`config.mk`:
```
export PLATFORM = sky130hd
export DESIGN_NAME = timer_event_reset
export DESIGN_NICKNAME = d
export VERILOG_FILES = /design/src/timer_pkg.sv /design/src/timer_prescaler.sv /design/src/timer_event_reset.sv
export VERILOG_INCLUDE_DIRS = /design/src
export SDC_FILE = /design/constraint.sdc
export NUM_CORES = 1
export LEC_CHECK = 0
export CAP_MARGIN = 15
export CORE_ASPECT_RATIO = 0.9
export CORE_MARGIN = 2
export CORE_UTILIZATION = 45
export CTS_CLUSTER_SIZE = 28
export DETAILED_ROUTE_END_ITERATION = 8
export DONT_BUFFER_PORTS = 1
export HOLD_SLACK_MARGIN = 0.06
export SYNTH_ARGS = -nofsm -noshare
export SYNTH_HDL_FRONTEND = slang
export SYNTH_SLANG_ARGS = --single-unit
```
`constraint.sdc`:
```
create_clock -name aclk -period 5.2 [get_ports aclk]
set_input_delay 1.04 -clock aclk [delete_from_list [all_inputs] [get_ports aclk]]
set_output_delay 1.04 -clock aclk [all_outputs]
set_load 0.01 [all_outputs]
```
`src/timer_cfg.svh`:
```
// constants for the event-reset timer: register offsets, field positions, reset values
// assumes a 32-bit axi4-lite slave with one register per aligned word
`ifndef TIMER_CFG_SVH
`define TIMER_CFG_SVH

`define OFS_TIMER_CONTROL   8'h00
`define OFS_GATE_CONTROL    8'h04
`define OFS_COUNT_LOW       8'h08
`define OFS_COUNT_HIGH      8'h0C
`define OFS_COMPARE_LOW     8'h10
`define OFS_COMPARE_HIGH    8'h14
`define OFS_COMPARE_CONTROL 8'h18
`define OFS_IRQ_STATUS      8'h1C
`define OFS_IRQ_MASK        8'h20

`define TC_ENABLE_BIT       0
`define TC_SOURCE_BIT       1
`define TC_PRESCALE_LSB     4
`define TC_PRESCALE_MSB     5
`define TC_WRITE_MASK       8'h33

`define GC_SOURCE_LSB       0
`define GC_SOURCE_MSB       1
`define GC_VALUE_BIT        2
`define GC_GO_BIT           3
`define GC_SPM_BIT          4
`define GC_TOGGLE_BIT       5
`define GC_POLARITY_BIT     6
`define GC_ENABLE_BIT       7

`define CC_COMPARE_BIT      0
`define CC_SPECIAL_BIT      1

`define IRQ_OVERFLOW_BIT    0
`define IRQ_GATE_BIT        1
`define IRQ_COMPARE_BIT     2
`define IRQ_WIDTH           3

`define RESET_BYTE          8'h00
`define RESET_WORD          16'h0000
`define RESET_IRQ           3'h0
`define COUNT_MAX           16'hFFFF
`define INST_DIV_LAST       2'h3

`define RESP_OKAY           2'h0
`define RESP_SLVERR         2'h2

`endif

```
`src/timer_pkg.sv`:
```
// types shared by the event-reset timer files
// assumes timer_cfg.svh for numeric constants
`default_nettype none

package timer_pkg;

    typedef enum logic [1:0] {
        prescale_1 = 2'h0,
        prescale_2 = 2'h1,
        prescale_4 = 2'h2,
        prescale_8 = 2'h3
    } prescale_t;

    typedef enum logic [1:0] {
        gate_from_pin1     = 2'h0,
        gate_from_timer0   = 2'h1,
        gate_from_pin2     = 2'h2,
        gate_from_uv_comp  = 2'h3
    } gate_source_t;

endpackage

`default_nettype wire

```
`src/timer_prescaler.sv`:
```
// counter clock prescaler: passes one in 1, 2, 4 or 8 input ticks
// assumes tick_in is a one-cycle enable in the aclk domain
`include "timer_cfg.svh"
`default_nettype none

module timer_prescaler
    import timer_pkg::*;
#(
    parameter int WIDTH = 3
) (
    input  wire logic  aclk,
    input  wire logic  aresetn,
    input  wire logic  clear,
    input  wire logic  tick_in,
    input  wire prescale_t ratio,
    output logic       tick_out
);

    logic [WIDTH-1:0] count;
    logic [WIDTH-1:0] mask;

    always_comb begin
        unique case (ratio)
            prescale_1: mask = WIDTH'(0);
            prescale_2: mask = WIDTH'(1);
            prescale_4: mask = WIDTH'(3);
            prescale_8: mask = WIDTH'(7);
        endcase
    end

    // hidden count, never visible to software
    always_ff @(posedge aclk) begin
        if (!aresetn || clear) begin
            count <= '0;
        end else if (tick_in) begin
            count <= count + WIDTH'(1);
        end
    end

    assign tick_out = tick_in && ((count & mask) == mask);

endmodule

`default_nettype wire

```
`src/timer_event_reset.sv`:
```
// 16-bit up-counter with prescaler, gate logic, compare unit and special event clear
// assumes aclk is the system clock; gate inputs synchronous to aclk; axi4-lite master
`include "timer_cfg.svh"
`default_nettype none

module timer_event_reset
    import timer_pkg::*;
(
    input  wire logic        aclk,
    input  wire logic        aresetn,
    input  wire logic [7:0]  s_axi_awaddr,
    input  wire logic        s_axi_awvalid,
    output logic             s_axi_awready,
    input  wire logic [31:0] s_axi_wdata,
    input  wire logic [3:0]  s_axi_wstrb,
    input  wire logic        s_axi_wvalid,
    output logic             s_axi_wready,
    output logic [1:0]       s_axi_bresp,
    output logic             s_axi_bvalid,
    input  wire logic        s_axi_bready,
    input  wire logic [7:0]  s_axi_araddr,
    input  wire logic        s_axi_arvalid,
    output logic             s_axi_arready,
    output logic [31:0]      s_axi_rdata,
    output logic [1:0]       s_axi_rresp,
    output logic             s_axi_rvalid,
    input  wire logic        s_axi_rready,
    input  wire logic        gate_pin1,
    input  wire logic        gate_pin2,
    input  wire logic        timer0_overflow,
    input  wire logic        uv_comparator,
    input  wire logic        special_event_in,
    output logic             special_event_out,
    output logic [15:0]      count_value,
    output logic             irq
);

    // register state
    logic [7:0]           timer_control;
    logic                 gate_enable;
    logic                 gate_polarity;
    logic                 toggle_mode;
    logic                 single_pulse_mode;
    logic                 pulse_acquire_go;
    gate_source_t         gate_source;
    logic                 gate_level_value;
    logic [7:0]           count_low_byte;
    logic [7:0]           count_high_byte;
    logic [7:0]           compare_value_low;
    logic [7:0]           compare_value_high;
    logic                 compare_mode;
    logic                 special_event_enable;
    logic [`IRQ_WIDTH-1:0] irq_status;
    logic [`IRQ_WIDTH-1:0] irq_mask;

    // bus state
    logic                 aw_held;
    logic [7:0]           aw_addr;
    logic                 w_held;
    logic [31:0]          w_data;
    logic [3:0]           w_strb;

    // derived
    logic                 counter_enable;
    logic                 clock_source_select;
    prescale_t            prescale_select;
    logic [1:0]           inst_div;
    logic                 inst_tick;
    logic                 source_tick;
    logic                 count_tick;
    logic                 gate_raw;
    logic                 gate_active;
    logic                 gate_active_q;
    logic                 gate_toggle;
    logic                 next_gate_level;
    logic                 gate_fall;
    logic [15:0]          count;
    logic [15:0]          compare_value;
    logic                 match;
    logic                 match_q;
    logic                 compare_event;
    logic                 special_clear;
    logic                 do_write;
    logic                 write_low;
    logic                 write_high;
    logic                 write_gate;
    logic                 count_write;
    logic                 may_count;
    logic                 overflow_event;

    assign counter_enable      = timer_control[`TC_ENABLE_BIT];
    assign clock_source_select = timer_control[`TC_SOURCE_BIT];
    assign prescale_select     = prescale_t'(timer_control[`TC_PRESCALE_MSB:`TC_PRESCALE_LSB]);
    assign count               = {count_high_byte, count_low_byte};
    assign compare_value       = {compare_value_high, compare_value_low};
    assign count_value         = count;

    // ---------------- axi4-lite slave ----------------
    assign s_axi_awready = !aw_held && !s_axi_bvalid;
    assign s_axi_wready  = !w_held && !s_axi_bvalid;
    assign s_axi_arready = !s_axi_rvalid;
    assign do_write      = aw_held && w_held && !s_axi_bvalid;

    always_ff @(posedge aclk) begin
        if (!aresetn) begin
            aw_held <= 1'b0;
            aw_addr <= 8'h00;
        end else if (s_axi_awvalid && s_axi_awready) begin
            aw_held <= 1'b1;
            aw_addr <= s_axi_awaddr;
        end else if (do_write) begin
            aw_held <= 1'b0;
        end
    end

    always_ff @(posedge aclk) begin
        if (!aresetn) begin
            w_held <= 1'b0;
            w_data <= 32'h0000_0000;
            w_strb <= 4'h0;
        end else if (s_axi_wvalid && s_axi_wready) begin
            w_held <= 1'b1;
            w_data <= s_axi_wdata;
            w_strb <= s_axi_wstrb;
        end else if (do_write) begin
            w_held <= 1'b0;
        end
    end

    function automatic logic mapped(input logic [7:0] a);
        mapped = (a == `OFS_TIMER_CONTROL) || (a == `OFS_GATE_CONTROL) ||
                 (a == `OFS_COUNT_LOW) || (a == `OFS_COUNT_HIGH) ||
                 (a == `OFS_COMPARE_LOW) || (a == `OFS_COMPARE_HIGH) ||
                 (a == `OFS_COMPARE_CONTROL) || (a == `OFS_IRQ_STATUS) ||
                 (a == `OFS_IRQ_MASK);
    endfunction

    always_ff @(posedge aclk) begin
        if (!aresetn) begin
            s_axi_bvalid <= 1'b0;
            s_axi_bresp  <= `RESP_OKAY;
        end else if (do_write) begin
            s_axi_bvalid <= 1'b1;
            s_axi_bresp  <= mapped(aw_addr) ? `RESP_OKAY : `RESP_SLVERR;
        end else if (s_axi_bready) begin
            s_axi_bvalid <= 1'b0;
        end
    end

    // all registers are one byte wide, so only lane 0 matters
    function automatic logic hit(input logic [7:0] ofs);
        hit = do_write && (aw_addr == ofs) && w_strb[0];
    endfunction

    assign write_low   = hit(`OFS_COUNT_LOW);
    assign write_high  = hit(`OFS_COUNT_HIGH);
    assign write_gate  = hit(`OFS_GATE_CONTROL);
    assign count_write = write_low || write_high;

    always_ff @(posedge aclk) begin
        if (!aresetn) begin
            s_axi_rvalid <= 1'b0;
            s_axi_rdata  <= 32'h0000_0000;
            s_axi_rresp  <= `RESP_OKAY;
        end else if (s_axi_arvalid && s_axi_arready) begin
            s_axi_rvalid <= 1'b1;
            s_axi_rresp  <= mapped(s_axi_araddr) ? `RESP_OKAY : `RESP_SLVERR;
            unique case (s_axi_araddr)
                `OFS_TIMER_CONTROL:   s_axi_rdata <= {24'h00_0000, timer_control};
                `OFS_GATE_CONTROL:    s_axi_rdata <= {24'h00_0000, gate_enable, gate_polarity,
                                                      toggle_mode, single_pulse_mode,
                                                      pulse_acquire_go, gate_level_value,
                                                      gate_source};
                `OFS_COUNT_LOW:       s_axi_rdata <= {24'h00_0000, count_low_byte};
                `OFS_COUNT_HIGH:      s_axi_rdata <= {24'h00_0000, count_high_byte};
                `OFS_COMPARE_LOW:     s_axi_rdata <= {24'h00_0000, compare_value_low};
                `OFS_COMPARE_HIGH:    s_axi_rdata <= {24'h00_0000, compare_value_high};
                `OFS_COMPARE_CONTROL: s_axi_rdata <= {30'h0000_0000, special_event_enable,
                                                      compare_mode};
                `OFS_IRQ_STATUS:      s_axi_rdata <= {29'h0000_0000, irq_status};
                `OFS_IRQ_MASK:        s_axi_rdata <= {29'h0000_0000, irq_mask};
                default:              s_axi_rdata <= 32'h0000_0000;
            endcase
        end else if (s_axi_rready) begin
            s_axi_rvalid <= 1'b0;
        end
    end

    // ---------------- configuration registers ----------------
    // reserved control bits are masked on write so they read as zero
    always_ff @(posedge aclk) begin
        if (!aresetn) begin
            timer_control <= `RESET_BYTE;
        end else if (hit(`OFS_TIMER_CONTROL)) begin
            timer_control <= w_data[7:0] & `TC_WRITE_MASK;
        end
    end

    always_ff @(posedge aclk) begin
        if (!aresetn) begin
            gate_enable   <= 1'b0;
            gate_polarity <= 1'b0;
            toggle_mode   <= 1'b0;
            single_pulse_mode <= 1'b0;
            gate_source   <= gate_from_pin1;
        end else if (write_gate) begin
            gate_enable   <= w_data[`GC_ENABLE_BIT];
            gate_polarity <= w_data[`GC_POLARITY_BIT];
            toggle_mode   <= w_data[`GC_TOGGLE_BIT];
            single_pulse_mode <= w_data[`GC_SPM_BIT];
            gate_source   <= gate_source_t'(w_data[`GC_SOURCE_MSB:`GC_SOURCE_LSB]);
        end
    end

    // a software set of go beats a hardware clear in the same cycle
    always_ff @(posedge aclk) begin
        if (!aresetn) begin
            pulse_acquire_go <= 1'b0;
        end else if (write_gate) begin
            pulse_acquire_go <= w_data[`GC_GO_BIT] && w_data[`GC_SPM_BIT];
        end else if (!single_pulse_mode || gate_fall) begin
            pulse_acquire_go <= 1'b0;
        end
    end

    always_ff @(posedge aclk) begin
        if (!aresetn) begin
            compare_value_low    <= `RESET_BYTE;
            compare_value_high   <= `RESET_BYTE;
            compare_mode         <= 1'b0;
            special_event_enable <= 1'b0;
            irq_mask             <= `RESET_IRQ;
        end else begin
            if (hit(`OFS_COMPARE_LOW)) begin
                compare_value_low <= w_data[7:0];
            end
            if (hit(`OFS_COMPARE_HIGH)) begin
                compare_value_high <= w_data[7:0];
            end
            if (hit(`OFS_COMPARE_CONTROL)) begin
                compare_mode         <= w_data[`CC_COMPARE_BIT];
                special_event_enable <= w_data[`CC_SPECIAL_BIT];
            end
            if (hit(`OFS_IRQ_MASK)) begin
                irq_mask <= w_data[`IRQ_WIDTH-1:0];
            end
        end
    end

    // ---------------- clock selection and prescale ----------------
    always_ff @(posedge aclk) begin
        if (!aresetn) begin
            inst_div <= 2'h0;
        end else begin
            inst_div <= inst_div + 2'h1;
        end
    end

    assign inst_tick   = (inst_div == `INST_DIV_LAST);
    assign source_tick = clock_source_select ? 1'b1 : inst_tick;

    timer_prescaler #(
        .WIDTH (3)
    ) prescaler (
        .aclk     (aclk),
        .aresetn  (aresetn),
        .clear    (count_write),
        .tick_in  (source_tick && counter_enable),
        .ratio    (prescale_select),
        .tick_out (count_tick)
    );

    // ---------------- gate ----------------
    always_comb begin
        unique case (gate_source)
            gate_from_pin1:    gate_raw = gate_pin1;
            gate_from_timer0:  gate_raw = timer0_overflow;
            gate_from_pin2:    gate_raw = gate_pin2;
            gate_from_uv_comp: gate_raw = uv_comparator;
        endcase
    end

    assign gate_active = gate_polarity ? gate_raw : !gate_raw;

    always_ff @(posedge aclk) begin
        if (!aresetn) begin
            gate_active_q <= 1'b0;
        end else begin
            gate_active_q <= gate_active;
        end
    end

    // held clear when toggle mode is off, so the measured edge is known
    always_ff @(posedge aclk) begin
        if (!aresetn || !counter_enable || !toggle_mode) begin
            gate_toggle <= 1'b0;
        end else if (gate_active && !gate_active_q) begin
            gate_toggle <= !gate_toggle;
        end
    end

    always_comb begin
        next_gate_level = toggle_mode ? gate_toggle : gate_active;
        if (single_pulse_mode) begin
            next_gate_level = next_gate_level && pulse_acquire_go;
        end
    end

    always_ff @(posedge aclk) begin
        if (!aresetn) begin
            gate_level_value <= 1'b0;
        end else begin
            gate_level_value <= next_gate_level;
        end
    end

    assign gate_fall = gate_level_value && !next_gate_level;

    // ---------------- compare and special event ----------------
    assign match = compare_mode && (count == compare_value);

    always_ff @(posedge aclk) begin
        if (!aresetn) begin
            match_q <= 1'b0;
        end else begin
            match_q <= match;
        end
    end

    // one event per arrival at the compare value
    assign compare_event     = match && !match_q;
    assign special_event_out = compare_event && special_event_enable;
    assign special_clear     = special_event_out || special_event_in;

    // ---------------- counter ----------------
    assign may_count      = count_tick && (!gate_enable || gate_level_value);
    assign overflow_event = may_count && (count == `COUNT_MAX) && !special_clear;

    always_ff @(posedge aclk) begin
        if (!aresetn) begin
            count_low_byte  <= `RESET_BYTE;
            count_high_byte <= `RESET_BYTE;
        end else if (count_write) begin
            if (write_low) begin
                count_low_byte <= w_data[7:0];
            end
            if (write_high) begin
                count_high_byte <= w_data[7:0];
            end
        end else if (special_clear) begin
            {count_high_byte, count_low_byte} <= `RESET_WORD;
        end else if (may_count) begin
            {count_high_byte, count_low_byte} <= count + 16'h0001;
        end
    end

    // ---------------- interrupts ----------------
    // a hardware set wins over a write-one-to-clear in the same cycle
    always_ff @(posedge aclk) begin
        if (!aresetn) begin
            irq_status <= `RESET_IRQ;
        end else begin
            if (hit(`OFS_IRQ_STATUS)) begin
                irq_status <= irq_status & ~w_data[`IRQ_WIDTH-1:0];
            end
            if (overflow_event) begin
                irq_status[`IRQ_OVERFLOW_BIT] <= 1'b1;
            end
            if (gate_fall) begin
                irq_status[`IRQ_GATE_BIT] <= 1'b1;
            end
            if (compare_event) begin
                irq_status[`IRQ_COMPARE_BIT] <= 1'b1;
            end
        end
    end

    assign irq = |(irq_status & irq_mask);

endmodule

`default_nettype wire

```
==> metrics <==
status finished, final reports clean; Synth Instances between 600 and 700; Synth Area per Inst ~8.2 um2; cell with the most instances after synthesis dfxtp_1; Final TNS setup 0 ns; vias 4451; R2R Path End count_high_byte[4]; GPL Wtd Cong 0.885; die height approximately 100 um; final cycle utilization of the critical path 0.671; skew final 0.00828 ns; vias in the first global route 4114; fmax 286 MHz; synth warn 0; metal1 wirelength 6330 um; Multi-input gate area 2850 um2; Worst Reg-to-Reg Cells 7; synth cell count leaders dfxtp_1, nand2_1, nor2_1, nand3_1, a21oi_1; Root Buffer clkbuf_16; Pint about 1200 uW; switching portion of total power 0.240; Sink Count 91; top post-synthesis cells by area dfxtp_1, mux2i_1, nand2_1; top_reg_cell synth dfxtp_1; Worst-path clk slew 0.06 ns; placed instance area 4980 um2; CP startpoint kind flip-flop; WL final 14400 um; top layer in use met4; met2 routed WL 6570 um; r2r startpoint count_high_byte[1]; FF+latch count, synth between 90 and 100; Synth Area in Compound Gates 0.179; CTS tree yes; crit path DAT 2.45 ns; share of layout cells above drive strength 1 0.0787; vias per inst 5.94; fin util 0.491; Final Critical Period ~3.5 ns; Final nets 659; post-synth cell types 68; Global Route Usage Sum 0.241; Clock Power Share 0.472; Max Slew Vio Count 0; Area Growth Syn to Fin 6.03%; H-tree levels 3; Hold Crit Class flip-flop to flip-flop; DRT Pass-1 Iters 6; Mapped Area 5020 um2; clk_lat worst skew 0.34 ns; Num CTS Buffers 9; R2R Setup Slk 1.92 ns; hpwl dp 10600 um; Core Area 10900 um2; relative slew slack 0.277; buffers added on ports 0; # fillers 1070; unrepaired setup endpoints after global routing no; metal3 WL ~1300 um; Worst VDD drop between 0.15 and 0.2 mV; CP required 4.16 ns; endpoints failing hold 0; Avg WL per Cell about 19 um; number of synthesized flops with an enable pin 0; register area approximately 1800 um2; Initial DRC Count 276; area leader, netlist dfxtp_1; sequential fraction of design power 0.462; Worst Setup End Kind output port; row cnt 36; die area about 12000 um2; Setup crit end special_event_out; final design instance area without fill 5330 um2; I/O pin count 123; largest family of logic cells by synthesized area simple AND/OR/NAND/NOR gates; initial antenna violation count 0; DRT antenna net count 0; crit-path max FO 8; leakage 0.00198 uW; diode count 0; post-cts repair resize count 0; Seq/Total Area, Yosys 0.363; # DRC 0; xor/xnor share of the synthesized area 0.0227; Setup Viol. Count Final 0; ys async rst share 0; GRT overflow 0; top-area cell type share of the netlist area 0.363; clk buf depth 2; hold_buf cts 0; Post-Synth Adder-Cell Area 0.00747; Worst Setup SP count_low_byte[5]; Hold Crit Depth 1; mux cell area share after synthesis 0.0926; max cap viols 0; Worst Tran Pin Value approximately 1.1 ns; Comb pwr share 0.066; pwr/cell area 302 nW/um2; pin count of the biggest net entering global routing slightly above 40; Setup Buffers After CTS 0; Initial Utilization 0.463; Net Switching ~390 uW; post-synthesis simple-gate area fraction 0.245; CP Class flip-flop to output port; DIE WIDTH approximately 120 um; first-pass GRT wire length ~23000 um
kinds of logic (layout without fill, tap and decap cells):
| family | count (synthesis) | count (layout) |
|---|---|---|
| flops | 91 | 91 |
| fa+ha+maj | 3 | 3 |
| other cells | 1 | 26 |
| simple gates | 247 | 247 |
| buf+inv | 85 | 41 |
| mux | 43 | 43 |
| xor+xnor | 13 | 13 |
| compound gates | 133 | 133 |
layer usage:
metal / up-vias / GRT usage
li1: 2122 / -
met1: 2120 / 0.346
met2: 190 / 0.365
met3: 19 / 0.0530
met4: 0 / 0.0602
met5: - / 0
area by class of cell:
type	count	share of cell area
well taps	152	0.0357
inverters	20	0.0146
clock inverters	7	0.0233
clock buffers	9	0.0423
flip-flops and latches	91	0.342
repair buffers	5	0.00705
multi-input cells	465	0.535
layout by cell type (no fill, tap or decap), types with 10 or more instances in the layout:
| cell type | netlist | layout |
|---|---|---|
| inv_1 | 19 | 18 |
| nor2_1 | 66 | 66 |
| nor3_1 | 13 | 13 |
| o21ai_0 | 16 | 16 |
| nand3_1 | 38 | 38 |
| dfxtp_1 | 91 | 91 |
| a22oi_1 | 15 | 15 |
| mux2i_1 | 33 | 33 |
| nand2_1 | 67 | 67 |
| xnor2_1 | 10 | 10 |
| conb_1 | 1 | 26 |
| a21oi_1 | 36 | 36 |
| o22ai_1 | 10 | 10 |
flip-flops by register name (all words and copies together), names as in the netlist, 2 cells and up:
name                count
aw_addr                 8
compare_value_high      8
compare_value_low       8
count_high_byte         8
count_low_byte          8
gate_source             2
inst_div                2
irq_mask                3
irq_status              3
prescaler.count         3
s_axi_rdata             8
timer_control           4
w_data                  8
power groups by stage:
stage / sequential, uW / clock (uW) / combinational, uW
after floorplan: 742 / 0 / 115
after global routing: 745 / 798 / 118
after CTS: 742 / 776 / 106
after detailed placement: 758 / 0 / 105
after global placement: 757 / 0 / 102
final: 743 / 760 / 106
worst min path at each step:
stage | from | to | slack (ns)
6_report | inst_div[0] | inst_div[0] | 0.43
5_1_grt | inst_div[0] | inst_div[0] | 0.46
4_1_cts | inst_div[0] | inst_div[0] | 0.43
3_5_place_dp | inst_div[0] | inst_div[0] | 0.42
3_3_place_gp | inst_div[0] | inst_div[0] | 0.41
2_1_floorplan | inst_div[0] | inst_div[0] | 0.40
worst max-delay path, cell delays in order, from the launching register on:
cell and delay [ns]:
dfxtp_1 0.60, xnor2_1 0.17, nand3_1 0.08, or3_1 0.51, nor3_1 0.35, and4_1 0.39
per-stage QoR:
stage	cells	setup slack (ns)	total power [uW]	hold slack, ns
after floorplan	641	2.42	857	0.399
after detailed placement	733	1.99	863	0.421
final	749	1.71	1610	0.430
after global placement	733	2.05	860	0.408
after CTS	749	1.71	1620	0.430
after global routing	749	1.60	1660	0.458
Power figures use the tool's default switching activity.
